## config.mk

```make
export PLATFORM = sky130hd
export DESIGN_NAME = dsc_sys_ctrl
export DESIGN_NICKNAME = d
export VERILOG_FILES = /design/src/dsc_pkg.sv /design/src/dsc_sys_ctrl.sv
export SDC_FILE = /design/constraint.sdc
export NUM_CORES = 1
export LEC_CHECK = 0
export BUFFER_PORTS_ARGS = -buffer_cell sky130_fd_sc_hd__buf_2
export CAP_MARGIN = 20
export CORE_UTILIZATION = 39
export CTS_BUF_LIST = sky130_fd_sc_hd__clkbuf_2
export DETAILED_ROUTE_END_ITERATION = 10
export GPL_TIMING_DRIVEN = 0
export PLACE_DENSITY_LB_ADDON = 0.1
export SLEW_MARGIN = 20
export SYNTH_ARGS = -nofsm -noshare
export SYNTH_HDL_FRONTEND = slang
export SYNTH_SLANG_ARGS = --single-unit
```

## constraint.sdc

```tcl
create_clock -name core_clk -period 26.6 [get_ports core_clk]
set_clock_uncertainty 0.15 [all_clocks]
set_input_delay 2.66 -clock core_clk [delete_from_list [all_inputs] [get_ports core_clk]]
set_output_delay 2.66 -clock core_clk [all_outputs]
set_load 0.005 [all_outputs]
```

## src/dsc_pkg.sv

```systemverilog
// Constants for the system control word and the coprocessor latch
package dsc_pkg;
   // Control word field positions
   localparam int BIT_FLAG     = 0;   // Four pending flags
   localparam int BIT_MASK     = 4;   // Four enable masks
   localparam int BIT_P1_CTRL  = 8;   // Port 1 reaches upper half
   localparam int BIT_EXT_FRM  = 9;   // External framing
   localparam int BIT_XF       = 10;  // External flag latch
   localparam int BIT_SER_EN   = 11;  // Serial companding mode
   localparam int BIT_ENC      = 12;  // Encoder enable
   localparam int BIT_DEC      = 13;  // Decoder enable
   localparam int BIT_ALAW     = 14;  // Law select
   localparam int BIT_SCLK_IN  = 15;  // Bit clock pin is input
   localparam int BIT_CNT      = 16;  // Frame count modulus, 8 bits
   localparam int BIT_PRE      = 24;  // Prescale code, 4 bits
   localparam int BIT_FR_WIDE  = 28;  // Frame pulse width
   localparam int BIT_TWOS     = 29;  // Twos-complement format
   localparam int BIT_WIDE     = 30;  // 16-bit latch
   localparam logic [31:0] CR_RESET = 32'h0000_0000;
   // Processor I/O port numbers
   localparam logic [2:0] PORT_CTRL_LO = 3'h0;
   localparam logic [2:0] PORT_CTRL_HI = 3'h1;
   localparam logic [2:0] PORT_COPROC  = 3'h5;
   // Frame pulse widths in bit clocks, and modulus offset
   localparam logic [3:0] FR_NARROW  = 4'h1;
   localparam logic [3:0] FR_WIDE    = 4'h8;
   localparam logic [8:0] CNT_OFFSET = 9'h002;
   // Synchronised pin vector layout
   localparam int PIN_WR = 0, PIN_RD = 1, PIN_BYTE = 2, PIN_EXTERNAL_INTERRUPT_PIN = 3;
   localparam int PIN_FSR = 4, PIN_FSX = 5, PIN_SCLK = 6, PIN_PM = 7;
   localparam int PIN_MC = 8, PIN_DATA = 9, NPIN = 25;
   // Master clock divide ratio for a prescale code
   function automatic logic [5:0] pre_ratio(input logic [3:0] code);
      case (code)
         4'h1:    pre_ratio = 6'h1C;  // 28
         4'h2:    pre_ratio = 6'h18;  // 24
         4'h4:    pre_ratio = 6'h14;  // 20
         4'h8:    pre_ratio = 6'h10;  // 16
         4'h9:    pre_ratio = 6'h0E;  // 14
         4'hA:    pre_ratio = 6'h0C;  // 12
         4'hC:    pre_ratio = 6'h0A;  // 10
         default: pre_ratio = 6'h20;  // 32, also for undefined codes
      endcase
   endfunction
endpackage

```

## src/dsc_sys_ctrl.sv

```systemverilog
// System control word, bit clock and frame timing, and host latch with FIFO
module dsc_fifo
#(
   parameter int WIDTH = 16,
   parameter int DEPTH = 4
)
(
   input  wire logic             clk,
   input  wire logic             rstN,
   input  wire logic             inValid,
   output logic                  inReady,
   input  wire logic [WIDTH-1:0] inData,
   output logic                  outValid,
   input  wire logic             outReady,
   output logic [WIDTH-1:0]      outData
);
   localparam int AW = $clog2(DEPTH);
   // Pointers wrap by overflow, so DEPTH must be a power of two
   typedef struct packed {
      logic [DEPTH-1:0][WIDTH-1:0] mem;  // Storage words
      logic [AW-1:0]               wr;   // Write pointer
      logic [AW-1:0]               rd;   // Read pointer
      logic [AW:0]                 cnt;  // Fill level
   } dsc_fifo_state_type;
   dsc_fifo_state_type q, d;
   logic push, pop;

   // Honest full and empty straight from the fill level
   assign inReady  = (q.cnt != (AW+1)'(DEPTH));
   assign outValid = (q.cnt != '0);
   assign outData  = q.mem[q.rd];
   assign push     = inValid & inReady;
   assign pop      = outValid & outReady;

   // Next state
   always_comb
   begin
      d = q;
      if (push)
      begin
         d.mem[q.wr] = inData;
         d.wr        = q.wr + 1'b1;
      end
      if (pop)
         d.rd = q.rd + 1'b1;
      case ({push, pop})
         2'b10:   d.cnt = q.cnt + 1'b1;
         2'b01:   d.cnt = q.cnt - 1'b1;
         default: d.cnt = q.cnt;
      endcase
   end

   // State register
   always_ff @(posedge clk or negedge rstN)
   begin
      if (!rstN)
         q <= '0;
      else
         q <= d;
   end
endmodule

module dsc_sys_ctrl
(
   input  wire logic        core_clk,
   input  wire logic        nrst,
   input  wire logic [2:0]  ioAddr,
   input  wire logic        ioWrStb,
   input  wire logic        ioRdStb,
   input  wire logic [15:0] ioWrData,
   output logic [15:0]      ioRdData,
   output logic             cpuIrq,
   input  wire logic        coprocessorModeSelect,
   input  wire logic        microcomputerSelectPin,
   input  wire logic        hostWrN,
   input  wire logic        hostRdN,
   input  wire logic        latchByteSelect,
   input  wire logic [15:0] hostDataIn,
   output logic [15:0]      hostDataOut,
   output logic             hostDataOe,
   output logic             hostWrReady,
   output logic             receiveLatchEmptyFlag,
   output logic             transmitLatchFullFlag,
   output logic             transferDonePollInput,
   input  wire logic        externalInterruptPin,
   input  wire logic        receiveFrameSyncIn,
   input  wire logic        transmitFrameSyncIn,
   input  wire logic        serialClockIn,
   output logic             serialClockOut,
   output logic             serialClockOe,
   output logic             internalFramePulse,
   output logic             txFrameStart,
   output logic             rxFrameStart,
   output logic             serialEnable,
   output logic             encoderEnable,
   output logic             decoderEnable,
   output logic             aLawSelect,
   output logic             twosComplementSelect,
   output logic             externalFlagOutput,
   output logic             compWrStrobe,
   output logic [15:0]      compWrData,
   input  wire logic [15:0] compRdData
);
   localparam int NP = dsc_pkg::NPIN;
   typedef struct packed {
      logic [NP-1:0] s1, s2, s3, flt;  // Pin synchronisers and filter
      logic [31:0]   cr;               // System control word
      logic [5:0]    preCnt;           // Prescaler phase
      logic          sclk;             // Generated bit clock
      logic [8:0]    frCnt;            // Frame counter
      logic [3:0]    frLeft;           // Bit clocks of pulse left
      logic          frPulse;          // Internal frame pulse
      logic          txStart, rxStart; // Framing strobes
      logic [7:0]    hiByte;           // High byte held in byte mode
      logic [15:0]   txLatch;          // Processor to host latch
      logic          transmit_latch_full_flag, done, receive_latch_empty_flag; // Handshake flags
      logic          latchRead;        // Latch read seen in the last cycle
      logic [15:0]   hostOut;          // Host read data
      logic          hostOe;           // Host data drive
      logic [15:0]   rdData;           // Processor read data
      logic          irq;              // Interrupt request
      logic          compWr;           // Port 1 write to companding
      logic [15:0]   compData;         // Its data
   } dsc_state_type;
   dsc_state_type q, d;
   logic [1:0]    rstPipe;  // Reset release synchroniser
   logic          rstN;     // Synchronised reset
   logic [NP-1:0] fltNext;  // Filtered pins, next value
   logic [NP-1:0] pinsIn;
   logic          coproc, wrFall, wrRise, rdFall, rdRise, tick, frStart;
   logic          p0Wr, p1Wr, p5Wr, p5Rd;
   logic [3:0]    ev, clr;
   logic          fifoInValid, fifoInReady, fifoOutValid, fifoPop;
   logic [15:0]   fifoInData, fifoOutData;
   logic [5:0]    ratio;

   // Reset is released through two flip-flops
   always_ff @(posedge core_clk or negedge nrst)
   begin
      if (!nrst)
         rstPipe <= 2'h0;
      else
         rstPipe <= {rstPipe[0], 1'b1};
   end
   assign rstN = rstPipe[1];

   assign pinsIn = {hostDataIn, microcomputerSelectPin, coprocessorModeSelect, serialClockIn,
                    transmitFrameSyncIn, receiveFrameSyncIn, externalInterruptPin,
                    latchByteSelect, hostRdN, hostWrN};

   // A pin change is accepted once stages two and three agree
   genvar gi;
   generate
      for (gi = 0; gi < NP; gi++)
      begin : g_flt
         assign fltNext[gi] = (q.s2[gi] == q.s3[gi]) ? q.s3[gi] : q.flt[gi];
      end
   endgenerate

   // Edge events of the filtered host strobes and sources
   assign wrFall = q.flt[dsc_pkg::PIN_WR] & ~fltNext[dsc_pkg::PIN_WR];
   assign wrRise = ~q.flt[dsc_pkg::PIN_WR] & fltNext[dsc_pkg::PIN_WR];
   assign rdFall = q.flt[dsc_pkg::PIN_RD] & ~fltNext[dsc_pkg::PIN_RD];
   assign rdRise = ~q.flt[dsc_pkg::PIN_RD] & fltNext[dsc_pkg::PIN_RD];
   // Both mode pins low is the latch mode; mismatched pins fall to generic I/O
   assign coproc = ~q.flt[dsc_pkg::PIN_PM] & ~q.flt[dsc_pkg::PIN_MC];

   // Processor port decode
   assign p0Wr = ioWrStb && (ioAddr == dsc_pkg::PORT_CTRL_LO);
   assign p1Wr = ioWrStb && (ioAddr == dsc_pkg::PORT_CTRL_HI);
   assign p5Wr = ioWrStb && (ioAddr == dsc_pkg::PORT_COPROC) && coproc;
   assign p5Rd = ioRdStb && (ioAddr == dsc_pkg::PORT_COPROC) && coproc;
   assign fifoPop = p5Rd;

   assign ratio = dsc_pkg::pre_ratio(q.cr[dsc_pkg::BIT_PRE +: 4]);
   // Bit tick: generated clock wrap or a filtered rise on the pin
   assign tick = q.cr[dsc_pkg::BIT_SCLK_IN]
               ? (~q.flt[dsc_pkg::PIN_SCLK] & fltNext[dsc_pkg::PIN_SCLK])
               : (q.preCnt == ratio - 6'h01);
   assign frStart = tick && (q.frCnt >= {1'b0, q.cr[dsc_pkg::BIT_CNT +: 8]} + 9'h001);

   // Host word into the FIFO; byte mode takes the high half first
   always_comb
   begin
      fifoInValid = 1'b0;
      // Never the raw pins: they are not yet synchronised here
      fifoInData  = 16'h0000;
      if (q.cr[dsc_pkg::BIT_WIDE])
      begin
         fifoInValid = coproc & wrRise;
         fifoInData  = fltNext[dsc_pkg::PIN_DATA +: 16];
      end
      else
      begin
         fifoInValid = coproc & wrRise & ~q.flt[dsc_pkg::PIN_BYTE];
         fifoInData  = {q.hiByte, fltNext[dsc_pkg::PIN_DATA +: 8]};
      end
   end

   dsc_fifo #(.WIDTH(16), .DEPTH(4)) u_rx_fifo
   (
      .clk      (core_clk),
      .rstN     (rstN),
      .inValid  (fifoInValid),
      .inReady  (fifoInReady),
      .inData   (fifoInData),
      .outValid (fifoOutValid),
      .outReady (fifoPop),
      .outData  (fifoOutData)
   );

   // Interrupt sources; in latch mode the host write replaces the pin
   assign ev[0] = coproc ? (wrRise & fifoInReady)
                : (~q.flt[dsc_pkg::PIN_EXTERNAL_INTERRUPT_PIN] & fltNext[dsc_pkg::PIN_EXTERNAL_INTERRUPT_PIN]);
   assign ev[1] = ~q.flt[dsc_pkg::PIN_FSR] & fltNext[dsc_pkg::PIN_FSR];
   assign ev[2] = ~q.flt[dsc_pkg::PIN_FSX] & fltNext[dsc_pkg::PIN_FSX];
   assign ev[3] = frStart;
   // Write one clears, zero leaves alone; latch read clears flag 0
   assign clr = (p0Wr ? ioWrData[3:0] : 4'h0) | {3'h0, p5Rd};

   // Next state of the whole block
   always_comb
   begin
      d     = q;
      d.s1  = pinsIn;
      d.s2  = q.s1;
      d.s3  = q.s2;
      d.flt = fltNext;
      // Flags: set wins over clear, and masks do not stop setting
      d.cr[3:0] = (q.cr[3:0] & ~clr) | ev;
      if (p0Wr)
         d.cr[15:4] = ioWrData[15:4];
      d.compWr = 1'b0;
      if (p1Wr && q.cr[dsc_pkg::BIT_P1_CTRL])
         d.cr[31:16] = {1'b0, ioWrData[14:0]};
      else if (p1Wr)
      begin
         d.compWr   = 1'b1;
         d.compData = ioWrData;
      end
      // Prescaler: high for the first half of each ratio
      if (tick || q.cr[dsc_pkg::BIT_SCLK_IN])
         d.preCnt = 6'h00;
      else
         d.preCnt = q.preCnt + 6'h01;
      d.sclk = (d.preCnt < {1'b0, ratio[5:1]});
      // Frame counter runs modulus plus two bit ticks per pulse
      if (frStart)
      begin
         d.frCnt  = 9'h000;
         d.frLeft = q.cr[dsc_pkg::BIT_FR_WIDE] ? dsc_pkg::FR_WIDE : dsc_pkg::FR_NARROW;
      end
      else if (tick)
      begin
         d.frCnt = q.frCnt + 9'h001;
         if (q.frLeft != 4'h0)
            d.frLeft = q.frLeft - 4'h1;
      end
      d.frPulse = (d.frLeft != 4'h0);
      // Serial transfers follow internal pulse or external syncs
      d.txStart = q.cr[dsc_pkg::BIT_EXT_FRM] ? ev[2] : frStart;
      d.rxStart = q.cr[dsc_pkg::BIT_EXT_FRM] ? ev[1] : frStart;
      // Byte mode: a high-half write is held until the low half
      if (coproc && wrRise && q.flt[dsc_pkg::PIN_BYTE] && !q.cr[dsc_pkg::BIT_WIDE])
         d.hiByte = fltNext[dsc_pkg::PIN_DATA +: 8];
      // Empty flag: host write start clears; set only once a read has left
      // the FIFO empty, so the host sees empty while words remain only when that read falls inside a host write
      d.latchRead = p5Rd;
      if (coproc && wrFall)
         d.receive_latch_empty_flag = 1'b0;
      else if (q.latchRead && !fifoOutValid && !fifoInValid)
         d.receive_latch_empty_flag = 1'b1;
      // Output latch: read start clears full, read end signals done
      if (rdFall)
      begin
         d.transmit_latch_full_flag   = 1'b0;
         d.hostOe = coproc;
      end
      if (rdRise)
      begin
         d.hostOe = 1'b0;
         d.done   = 1'b1;
      end
      else if (p5Wr)
         d.done = 1'b0;
      if (p5Wr)
      begin
         d.txLatch = ioWrData;
         d.transmit_latch_full_flag    = 1'b1;
      end
      if (q.cr[dsc_pkg::BIT_WIDE])
         d.hostOut = q.txLatch;
      else
         d.hostOut = {8'h00, q.flt[dsc_pkg::PIN_BYTE] ? q.txLatch[15:8] : q.txLatch[7:0]};
      // Read answer appears the cycle after the strobe
      if (ioAddr == dsc_pkg::PORT_CTRL_LO)
         d.rdData = q.cr[15:0];
      else if (ioAddr == dsc_pkg::PORT_CTRL_HI && q.cr[dsc_pkg::BIT_P1_CTRL])
         d.rdData = q.cr[31:16];
      else if (ioAddr == dsc_pkg::PORT_CTRL_HI)
         d.rdData = compRdData;
      else if (ioAddr == dsc_pkg::PORT_COPROC && coproc && fifoOutValid)
         d.rdData = fifoOutData;
      else
         d.rdData = 16'h0000;
      if (!ioRdStb)
         d.rdData = q.rdData;
      // Request stays up while any enabled flag is pending
      d.irq = |(q.cr[3:0] & q.cr[7:4]);
   end

   // State register; the control word resets to sign-magnitude
   always_ff @(posedge core_clk or negedge rstN)
   begin
      if (!rstN)
      begin
         q      <= '0;
         q.cr   <= dsc_pkg::CR_RESET;
         q.receive_latch_empty_flag <= 1'b1;
         q.s1   <= {{16{1'b0}}, 9'h1C3};
         q.s2   <= {{16{1'b0}}, 9'h1C3};
         q.s3   <= {{16{1'b0}}, 9'h1C3};
         q.flt  <= {{16{1'b0}}, 9'h1C3};
      end
      else
         q <= d;
   end

   // Outputs
   assign ioRdData              = q.rdData;
   assign cpuIrq                = q.irq;
   assign hostDataOut           = q.hostOut;
   assign hostDataOe            = q.hostOe;
   assign hostWrReady           = fifoInReady;
   assign receiveLatchEmptyFlag = q.receive_latch_empty_flag;
   assign transmitLatchFullFlag = q.transmit_latch_full_flag;
   assign transferDonePollInput = q.done;
   assign serialClockOut        = q.sclk;
   assign serialClockOe         = ~q.cr[dsc_pkg::BIT_SCLK_IN];
   assign internalFramePulse    = q.frPulse;
   assign txFrameStart          = q.txStart;
   assign rxFrameStart          = q.rxStart;
   assign serialEnable          = q.cr[dsc_pkg::BIT_SER_EN];
   assign encoderEnable         = q.cr[dsc_pkg::BIT_ENC];
   assign decoderEnable         = q.cr[dsc_pkg::BIT_DEC];
   assign aLawSelect            = q.cr[dsc_pkg::BIT_ALAW];
   assign twosComplementSelect  = q.cr[dsc_pkg::BIT_TWOS];
   assign externalFlagOutput    = q.cr[dsc_pkg::BIT_XF];
   assign compWrStrobe          = q.compWr;
   assign compWrData            = q.compData;

   logic [3:0] pulseTicks;  // Bit ticks seen while the pulse is high
   always_ff @(posedge core_clk or negedge rstN)
   begin
      if (!rstN)
         pulseTicks <= 4'h0;
      else if (frStart)
         pulseTicks <= 4'h0;
      else if (tick && q.frPulse)
         pulseTicks <= pulseTicks + 4'h1;
   end
endmodule

```

; ---- Yosys cells after proc, flatten, opt, wreduce, memory -nomap -nowiden
; Index checks and enable logic that the tools add are counted.
[totals]
reg_bits = 306
input_bits = 64
out_inout_bits = 66
word_cells = 212
[op_classes]
add_sub_neg = 9
n_lt_le_gt_ge = 5
eq_ne = 38
muxes = 57
bitwise = 32
reduce_logical = 34
[ops]
columns = operator, count
row1 = 16-bit 2-to-1 mux, 8
row2 = 64-bit bitwise mux, 1
row3 = 6-bit case mux with 7 select lines, 1
row4 = 1-bit 2-to-1 mux, 35
row5 = 17-bit 2-to-1 mux, 2
row6 = 16-bit binary-select mux with 2-bit select, 1
row7 = 16-bit demux with 2-bit select, 1
row8 = 13-bit 2-to-1 mux, 2
row9 = 1-bit == test, 25
row10 = 1-bit logical AND, 18
row11 = 4-bit == test (second input constant), 4
row12 = 1-bit AND, 14
row13 = 1-bit inverter, 13
row14 = 4-bit 2-to-1 mux, 3
row15 = 2-bit nonzero test, 6
row16 = 8-bit by 1-bit adder with 9-bit output (second input constant), 1
row17 = 9-bit by 1-bit adder with 9-bit output (second input constant), 1
row18 = 9-bit >= comparator, 1
row19 = 4-bit AND, 2
row20 = 8-bit 2-to-1 mux, 1
row21 = 4-bit nonzero test, 2
row22 = 6-bit by 1-bit adder with 6-bit output (second input constant), 1
row23 = 6-bit == test, 1
row24 = 2-bit by 3-bit < comparator with 1-bit output (second input constant), 2
row25 = other kinds (26), 29

; ---- Logic depth before layout (Yosys ltp)
; Gate-level depths: netlist (run 1).
[depth]
depth_word = 10
mapped_depth = 18
depth_no_buf = 17

; ---- Modules after synthesis
; A second synthesis (run 1) with hierarchy kept.
[hier_totals]
cells_unflattened = 985
area_unflattened_um2 = 13056.3
[modules_own_cells]
columns = mod, instances, cells_each, area_each_um2, seq_area_each_um2
row1 = dsc_sys_ctrl, 1, 792, 9665.5, 5906.9
row2 = dsc_fifo, 1, 193, 3390.8, 1776.7

; ---- Least setup slack after synthesis (run 1)
; OpenSTA, ideal clock, no wires.
[synth_timing]
path_type = input to register
start = in ioAddr[1]
end = reg u_rx_fifo.q[2] (netlist name)
setup_ns = 0.079
t_arrival_ns = 4.414
required_ns = 26.371
setup_slack_ns = 21.957
stages = 10
path_buffers = 1
cell_sequence = and4b_1 nor2b_1 clkbuf_1 and2_1 ha_1 inv_1 fa_1 xor2_1 nor2_1 xor2_1
[synth_between]
elab_chain_len = 6
elab_cells_between_ends = 8
classes_between = eq/ne (3) / mux (1) / bitwise (1) / reduce/logical (3)
[synth_lines]
columns = item, line
row1 = "start, declared", dsc_sys_ctrl.sv:67  ; input wire logic [2:0] ioAddr,
row2 = 3-bit == test (*), dsc_sys_ctrl.sv:172  ; assign p5Rd = ioRdStb && (ioAddr == dsc_pkg::PORT_COPROC) && coproc;
row3 = 1-bit logical AND (*) (2 in series), dsc_sys_ctrl.sv:172
row4 = 1-bit AND (*), dsc_sys_ctrl.sv:33  ; assign pop = outValid & outReady;
row5 = net u_rx_fifo.pop, dsc_sys_ctrl.sv:26  ; logic push, pop;
row6 = 2-bit by 1-bit == test with 1-bit output or 2-bit == test (tied branches), dsc_sys_ctrl.sv:46  ; case ({push, pop})
row7 = 3-bit case mux with 2 select lines or 2-bit nonzero test (tied branches), --
row8 = "end signal, assigned", dsc_sys_ctrl.sv:57  ; q <= '0;
row9 = "end signal, assigned", dsc_sys_ctrl.sv:59  ; q <= d;
row10 = "end, declared", dsc_sys_ctrl.sv:25  ; dsc_fifo_state_type q, d;
; Mark *: on every way through the listed nets, which the timed path passes. The rest lies on a longest branch.
; A chain may end at the register's enable or synchronous reset.

; ---- Worst setup path after layout (run 1)
[layout_timing]
start = in ioAddr[2]
end = reg q (netlist bit encoderEnable)
[layout_between]
elab_chain_len = 2
[layout_lines]
columns = item, line
row1 = 3-bit zero test, dsc_sys_ctrl.sv:169  ; assign p0Wr = ioWrStb && (ioAddr == dsc_pkg::PORT_CTRL_LO);
row2 = 1-bit logical AND, dsc_sys_ctrl.sv:169
row3 = "end, declared", dsc_sys_ctrl.sv:125  ; dsc_state_type q, d;
; Every way passes these cells.

==> impl_metrics.csv, run 1 <==
group,metric,value,unit
flow_run,maxCapViolations,0,
worst_setup_path,critical_path_peak_fanout,10,
sta,slew_viol_final,0,
floorplan,placement_row_count,65,
cts,postCtsSetupRepairBufs,0,
worst_setup_path,worstReg2RegEnd,"serialClockOut$_DFF_PN0_",
global_routing,maximum_number_of_pins_on_one_net_before_global_route_repair,53,
placed_design,dp_cells,1615,
logic_synthesis,synth_adder_area_share,4.00,%
global_routing,grt-ovfl-total,0,
drt,detail_route.wirelength,30300,um
layout,drive_gt1_share,30.9,%
logic_synthesis,postSynth.topFlopCell,"sky130_fd_sc_hd__dfrtp_1",
drt,detail-route-antenna-nets,0,
cts,cts_resized,0,
cts,tritoncts,"done",
drt,mean_number_of_vias_per_cell,4.89,
logic_synthesis,simple_gate_fraction_of_synth_area,9.82,%
placed_design,worst_setup_slack_post_dpl,21.14,ns
drt,wire_per_inst,17.3,um
sta,setup_viol_count_final,0,
logic_synthesis,synth_fp_nets,1169,
worst_setup_path,start_kind,"input port",
cts,cts-root-buf,"sky130_fd_sc_hd__clkbuf_2",
cts,cts_hold_buffers,0,
drt,dr.pass1.iters,4,
sta,slew_headroom,34.0,%
logic_synthesis,syn_avg_cell_area,11.7,sq um
drt,drt_iter0_markers,383,
logic_synthesis,netlist_area,0.0126,sq mm
logic_synthesis,post_synth_mux_area_share,8.91,%
worst_setup_path,ff2ff_path_depth,17,
sta,worst_margin_slew,0.989,ns
layout,commonest_non_fill_non_tap_cell_in_the_layout,"sky130_fd_sc_hd__dfrtp_1",
min_path,hold_class,"flop to asynchronous set/reset pin",
layout,p_r_area_growth_vs_syn,16.0,%
global_routing,antenna_found_initial,2,
logic_synthesis,synth_cells,1079,
floorplan,chipWidth,182,um
logic_synthesis,yosys_register_bits,306,
logic_synthesis,synth_edf_count,0,
logic_synthesis,synth.top_cells.by_area,"sky130_fd_sc_hd__dfrtp_1 57%, sky130_fd_sc_hd__mux2_2 5.2%, sky130_fd_sc_hd__nand2_1 4.9%",
layout,layout_common_cells,"284 x sky130_fd_sc_hd__dfrtp_1, 166 x sky130_fd_sc_hd__nand2_1, 130 x sky130_fd_sc_hd__buf_2, 124 x sky130_fd_sc_hd__clkbuf_2, 106 x sky130_fd_sc_hd__o21ai_0",
logic_synthesis,netlist.area_leader.share,56.5,%
cts,clock_sink_count,306,
cts,insertion_delay,0.90,ns
worst_setup_path,rrSetupSlack,22.51,ns
worst_setup_path,worst-setup-path-type,"input port to flop",
floorplan,die_y,182,um
worst_setup_path,setup.worst_path.end_class,"flop",
placed_design,detailed_place_hpwl,21200,um
drt,drc_violations_left,0,
logic_synthesis,synth_compound_area_share,9.66,%
logic_synthesis,synth_async_sr_flop_share,100,%
floorplan,initial_cell_density_of_the_core,39.8,%
sta,period_needed,4.57,ns
sta,timing.final.crit_share,17.2,%
power_and_ir_drop,total_leakage_power,7.02,nW
layout,finalNonFillerCells,1758,
worst_setup_path,timing.critical_path.required,27.20,ns
sta,hold_viol,0,
logic_synthesis,synth_largest_area_cell,"sky130_fd_sc_hd__dfrtp_1",
logic_synthesis,yosys.area_share.xor_xnor,1.53,%
worst_setup_path,ff_to_ff_start,"q[128]$_DFFE_PN0P_",
power_and_ir_drop,power_density,82.4,mW/mm^2
logic_synthesis,distinct_cells_synth,58,
global_routing,grt_first_pass_wirelength,47600,um
sta,setup_total_negative_slack,0,ns
worst_setup_path,cp_data_arrival_time,5.17,ns
floorplan,die-area,0.0331,sq mm
power_and_ir_drop,vdd_ir_drop_max,0.0336,mV
cts,cts_max_level,3,
global_routing,first_global_vias,8724,
floorplan,design.core.area,0.0317,sq mm
layout,finalNetCount,1387,
layout,post_route_cell_area,0.0146,sq mm
cts,clock_slew_at_the_register_clock_pins_of_the_worst_setup_and_hold_paths,0.10,ns
sta,grt_setup_unrepaired,"no",
global_routing,global_route_usage_over_all_layers,18.9,%
logic_synthesis,combinational_family_with_the_most_area_after_synthesis,"simple AND/OR/NAND/NOR gates",
placed_design,port_bufs,128,
placed_design,gp_congestion,0.821,
logic_synthesis,synthesis.yosys.warnings,0,
cts,cts-root-to-sink-buffers,3,
sta,max_clock_freq,0.219,GHz
sta,postLayoutSetupSlackWorst,22.03,ns
logic_synthesis,ys_seq_area_share,60.9,%
floorplan,floorplan.io_pins,130,
drt,vias,8591,
placed_design,placed_cell_area,0.0139,sq mm
run_status,status,"finished clean",
cts,cts_inserted_buffers,82,
-- worst max-delay path, stage by stage --
cell and delay [ns]:
sky130_fd_sc_hd__buf_2 0.11, sky130_fd_sc_hd__nor3_1 0.69, sky130_fd_sc_hd__and2_1 0.22, sky130_fd_sc_hd__clkbuf_1 0.59, sky130_fd_sc_hd__clkbuf_1 0.50, sky130_fd_sc_hd__mux2_2 0.39
-- how the worst max path moves through the flow --
stage / startpoint / to / slack, ns / cells past startpoint
floorplan: rstPipe[1]$_DFF_PN0_ / aLawSelect$_DFFE_PN0P_ / 17.33 / 0
global placement: rstPipe[1]$_DFF_PN0_ / internalFramePulse$_DFF_PN0_ / 13.48 / 0
detailed placement: ioAddr[2] / decoderEnable$_DFFE_PN0P_ / 21.14 / 6
CTS: u_rx_fifo.q[1]$_DFFE_PN0P_ / hostWrReady / 22.03 / 3
global route: ioAddr[2] / encoderEnable$_DFFE_PN0P_ / 21.98 / 6
finish: ioAddr[2] / encoderEnable$_DFFE_PN0P_ / 22.03 / 6
-- layout make-up --
type | instances | area, sq um
Fill cell | 3058 | 17100
Clock buffer | 124 | 621
Tap cell | 402 | 503
Buffer | 92 | 543
Antenna cell | 3 | 7.51
Timing Repair Buffer | 134 | 783
Inverter | 29 | 109
Clock inverter | 16 | 98.8
Multi-Input combinational cell | 652 | 4280
Sequential cell | 306 | 7690
-- logic make-up (layout without fill, tap and decap cells) --
kind of cell / after synthesis / count (layout)
xor gates and xnor gates: 22 / 22
AOI/OAI and AO/OA: 214 / 214
adders and majority gates: 43 / 43
muxes: 85 / 85
other: 1 / 4
DFF: 306 / 306
buffers and inverters: 121 / 395
and+or+nand+nor: 287 / 287
-- state kept, by name, summed over array words and instances (netlist names), 2 cells and up --
signal       cells
compWrData      16
d               50
hostDataOut     16
ioRdData        16
q              119
rstPipe          2
u_rx_fifo.q     71
-- cell usage after synthesis (3+ instances only) --
cell type                    n
sky130_fd_sc_hd__and2_1     15
sky130_fd_sc_hd__nand3_1    13
sky130_fd_sc_hd__xor2_1     12
sky130_fd_sc_hd__a22o_1      4
sky130_fd_sc_hd__mux2_2     58
sky130_fd_sc_hd__maj3_1     16
sky130_fd_sc_hd__mux4_2     16
sky130_fd_sc_hd__inv_1      27
sky130_fd_sc_hd__nand2_1   166
sky130_fd_sc_hd__nand2b_1    7
sky130_fd_sc_hd__mux2i_1    11
sky130_fd_sc_hd__a211o_1     4
sky130_fd_sc_hd__a21oi_1    54
sky130_fd_sc_hd__o31ai_1     9
sky130_fd_sc_hd__a22oi_1     3
sky130_fd_sc_hd__nor2_1     58
sky130_fd_sc_hd__clkbuf_1   39
sky130_fd_sc_hd__dfrtp_1   285
sky130_fd_sc_hd__o21ai_0   106
sky130_fd_sc_hd__nor3_1      5
sky130_fd_sc_hd__buf_4      50
sky130_fd_sc_hd__a21o_1     12
sky130_fd_sc_hd__nand4_1     4
sky130_fd_sc_hd__nor2b_1     4
sky130_fd_sc_hd__xnor2_1    10
sky130_fd_sc_hd__dfstp_2    21
sky130_fd_sc_hd__ha_1       25
sky130_fd_sc_hd__o21a_1      4
-- metrics by stage --
stage | utilization (%) | hold WS (ns) | power, mW
4_1_cts | 46.1 | 0.167 | 1.23
3_5_place_dp | 43.8 | 0.185 | 0.895
5_1_grt | 46.1 | 0.202 | 1.29
3_3_place_gp | 43.4 | 0.183 | 0.886
6_report | 46.1 | 0.163 | 1.21
2_1_floorplan | - | 0.181 | 0.796
-- metal layers --
layer  track usage [%]  vias up  routed length, um
met2              31.1      186              14800
met3              4.27       59               1310
met4              7.70        0                702
li1                  -     4127                  -
met1              24.1     4219              13500
met5                 0        -                  0
-- power breakdown --
group          internal (mW)  switching, mW  total (mW)
clock                  0.133          0.193       0.325
combinational          0.140          0.138       0.277
sequential             0.547         0.0570       0.604
(Power assumes the default switching activity.)
==> inputs of run 2 (changes only) <==
==> constraint.sdc (replaced) <==
create_clock -name core_clk -period 3.9 [get_ports core_clk]
set_clock_uncertainty 0.15 [all_clocks]
set_input_delay 0.39 -clock core_clk [delete_from_list [all_inputs] [get_ports core_clk]]
set_output_delay 0.39 -clock core_clk [all_outputs]
set_load 0.005 [all_outputs]
==> impl_metrics.csv, run 2 (same netlist as run 1, synthesis figures left out) <==
group,metric,value,unit
power_and_ir_drop,power.internal,5.69,mW
cts,cts_inserted_buffers,83,
cts,cts-root-buf,"sky130_fd_sc_hd__clkbuf_2",
run_status,status,"finished clean",
layout,area.sequential,0.00769,sq mm
cts,cts_max_level,3,
power_and_ir_drop,p_seq_share,49.0,%
drt,met1_length,14200,um
layout,largest_register_ffs,119,
sta,slew_headroom,35.4,%
layout,post_route_cell_area,0.0156,sq mm
power_and_ir_drop,power_density,536,mW/mm^2
worst_setup_path,worst-setup-path-type,"flop to flop",
floorplan,design.core.area,0.0317,sq mm
cts,clock_sink_count,306,
global_routing,first_global_vias,9182,
worst_setup_path,cp_data_arrival_time,4.17,ns
sta,worst_margin_slew,0.969,ns
drt,top_signal_layer_used,"met4",
floorplan,chipWidth,182,um
worst_setup_path,setup.worst_path.end_class,"flop",
layout,p_r_area_growth_vs_syn,23.9,%
worst_setup_path,most_repeated_library_cell_on_the_critical_path,"sky130_fd_sc_hd__nor2_1",
worst_setup_path,cp_slowest_cell,"sky130_fd_sc_hd__o31ai_2",
sta,slew_viol_final,0,
layout,finalNonFillerCells,1854,
flow_run,maxCapViolations,0,
drt,detail_route.wirelength,31400,um
sta,setup_viol_count_final,0,
drt,routed-wl-met2,15000,um
cts,cts-root-to-sink-buffers,3,
floorplan,placement_row_count,65,
worst_setup_path,critical_path_peak_fanout,10,
layout,layout_common_cells,"283 x sky130_fd_sc_hd__dfrtp_1, 166 x sky130_fd_sc_hd__nand2_1, 130 x sky130_fd_sc_hd__buf_2, 127 x sky130_fd_sc_hd__clkbuf_2, 106 x sky130_fd_sc_hd__o21ai_0",
power_and_ir_drop,vdd_ir_drop_max,0.223,mV
sta,grt_setup_unrepaired,"no",
drt,detail-route-antenna-nets,0,
floorplan,die-area,0.0331,sq mm
sta,timing.final.crit_share,91.1,%
layout,commonest_non_fill_non_tap_cell_in_the_layout,"sky130_fd_sc_hd__dfrtp_1",
cts,insertion_delay,0.92,ns
floorplan,die_y,182,um
min_path,hold_class,"flop to asynchronous set/reset pin",
cts,clock_slew_at_the_register_clock_pins_of_the_worst_setup_and_hold_paths,0.10,ns
placed_design,detailed_place_hpwl,21200,um
layout,finalNetCount,1483,
drt,vias,8989,
worst_setup_path,timing.critical_path.required,4.52,ns
drt,dr.pass1.iters,4,
placed_design,dp_cells,1615,
layout,fill_cells,2969,
worst_setup_path,crit_path_max_incr_delay,0.40,ns
placed_design,placed_cell_area,0.0139,sq mm
cts,tritoncts,"done",
drt,mean_number_of_vias_per_cell,4.85,
placed_design,gp_congestion,0.797,
global_routing,grt_first_pass_wirelength,49900,um
layout,max_flop_register,"q",
drt,wire_per_inst,16.9,um
cts,postCtsSetupRepairBufs,0,
power_and_ir_drop,power.switching_fraction,32.1,%
power_and_ir_drop,net-switching-power,2.69,mW
power_and_ir_drop,design_power_total,8.39,mW
floorplan,floorplan.io_pins,130,
layout,final_util,49.3,%
layout,drive_gt1_share,29.3,%
drt,drc_violations_left,0,
placed_design,worst_setup_slack_post_dpl,-0.0259,ns
sta,setup_total_negative_slack,0,ns
placed_design,port_bufs,128,
sta,min_hold_slack,0.0229,ns
drt,drt_iter0_markers,442,
power_and_ir_drop,pwr-share-comb,23.9,%
worst_setup_path,crit_path_cell_trace,"buf_2 -> inv_1 -> nor2_1 -> mux2i_1 -> nor2_1 -> a21oi_1 -> ha_1 -> xor2_1 -> o211ai_1 -> o221ai_1 -> o31ai_2 -> nor2_1 -> ha_1 -> o21a_1 -> o21a_1 -> o21ai_0 -> nand2b_1 -> a211oi_1",
global_routing,antenna_found_initial,1,
global_routing,maximum_number_of_pins_on_one_net_before_global_route_repair,52,
sta,postLayoutSetupSlackWorst,0.346,ns
layout,multiInputGateArea,0.00429,sq mm
global_routing,global_route_usage_over_all_layers,19.6,%
floorplan,initial_cell_density_of_the_core,39.8,%
sta,max_clock_freq,0.281,GHz
power_and_ir_drop,total_leakage_power,7.46,nW
worst_setup_path,start_kind,"flop",
global_routing,grt-ovfl-total,0,
power_and_ir_drop,clkPwrFrac,27.1,%
sta,period_needed,3.55,ns
drt,dr_wl_met3,1300,um
sta,hold_viol,0,
## run 2: layout make-up
cell class              instances  area share, %
clock inverters                16          0.648
clock buffers                 127           4.06
repair buffers                230           11.3
well taps                     402           3.22
inverters                      29          0.696
plain buffers                  91           3.45
multi-input cells             652           27.4
diodes                          1         0.0160
flip-flops and latches        306           49.2
## run 2: layer usage
metal / global-route usage [%] / vias up
li1: - / 4325
met1: 25.3 / 4396
met2: 32.2 / 201
met3: 4.11 / 67
met4: 8.13 / 0
met5: 0 / -
## run 2: path summary, 6_finish.rpt
check	from	endpoint	slack [ns]	depth (start not counted)
max	q[129]$_DFFE_PN0P_	serialClockOut$_DFF_PN0_	0.35	18
min	rstPipe[1]$_DFF_PN0_	transferDonePollInput$_DFFE_PN0P_	0.02	0
max reg2reg	q[129]$_DFFE_PN0P_	serialClockOut$_DFF_PN0_	0.35	18
min reg2reg	rstPipe[1]$_DFF_PN0_	transferDonePollInput$_DFFE_PN0P_	0.02	0
max in group asynchronous	rstPipe[1]$_DFF_PN0_	rxFrameStart$_DFF_PN0_	2.35	3
min in group core_clk	ioWrData[14]	compWrData[14]$_DFFE_PN0P_	0.17	4
## run 2: power by group through the flow
stage | sequential [mW] | clock (mW) | combinational [mW]
3_5_place_dp | 4.17 | 0 | 1.93
6_report | 4.11 | 2.27 | 2.01
5_1_grt | 4.19 | 2.56 | 2.24
2_1_floorplan | 4.09 | 0 | 1.33
3_3_place_gp | 4.22 | 0 | 1.82
4_1_cts | 4.11 | 2.38 | 2.04
## run 2: worst max-delay path: cells and delay by family, from the launching register on
family	cells	cell delay (ns)
AND/OR/NAND/NOR	4	0.30
XOR/XNOR	1	0.09
multiplexers	1	0.14
adder cells (fa/ha/maj)	2	0.57
buffers and inverters	2	0.28
AO/OA/AOI/OAI	8	1.52
flip-flops	1	0.36
## run 2: timing repair
item,4_1_cts,5_1_grt
hold buffers,96,0
endpoints found under the setup margin,1,8
hold endpoints to repair,109,0
resized for setup,1,2
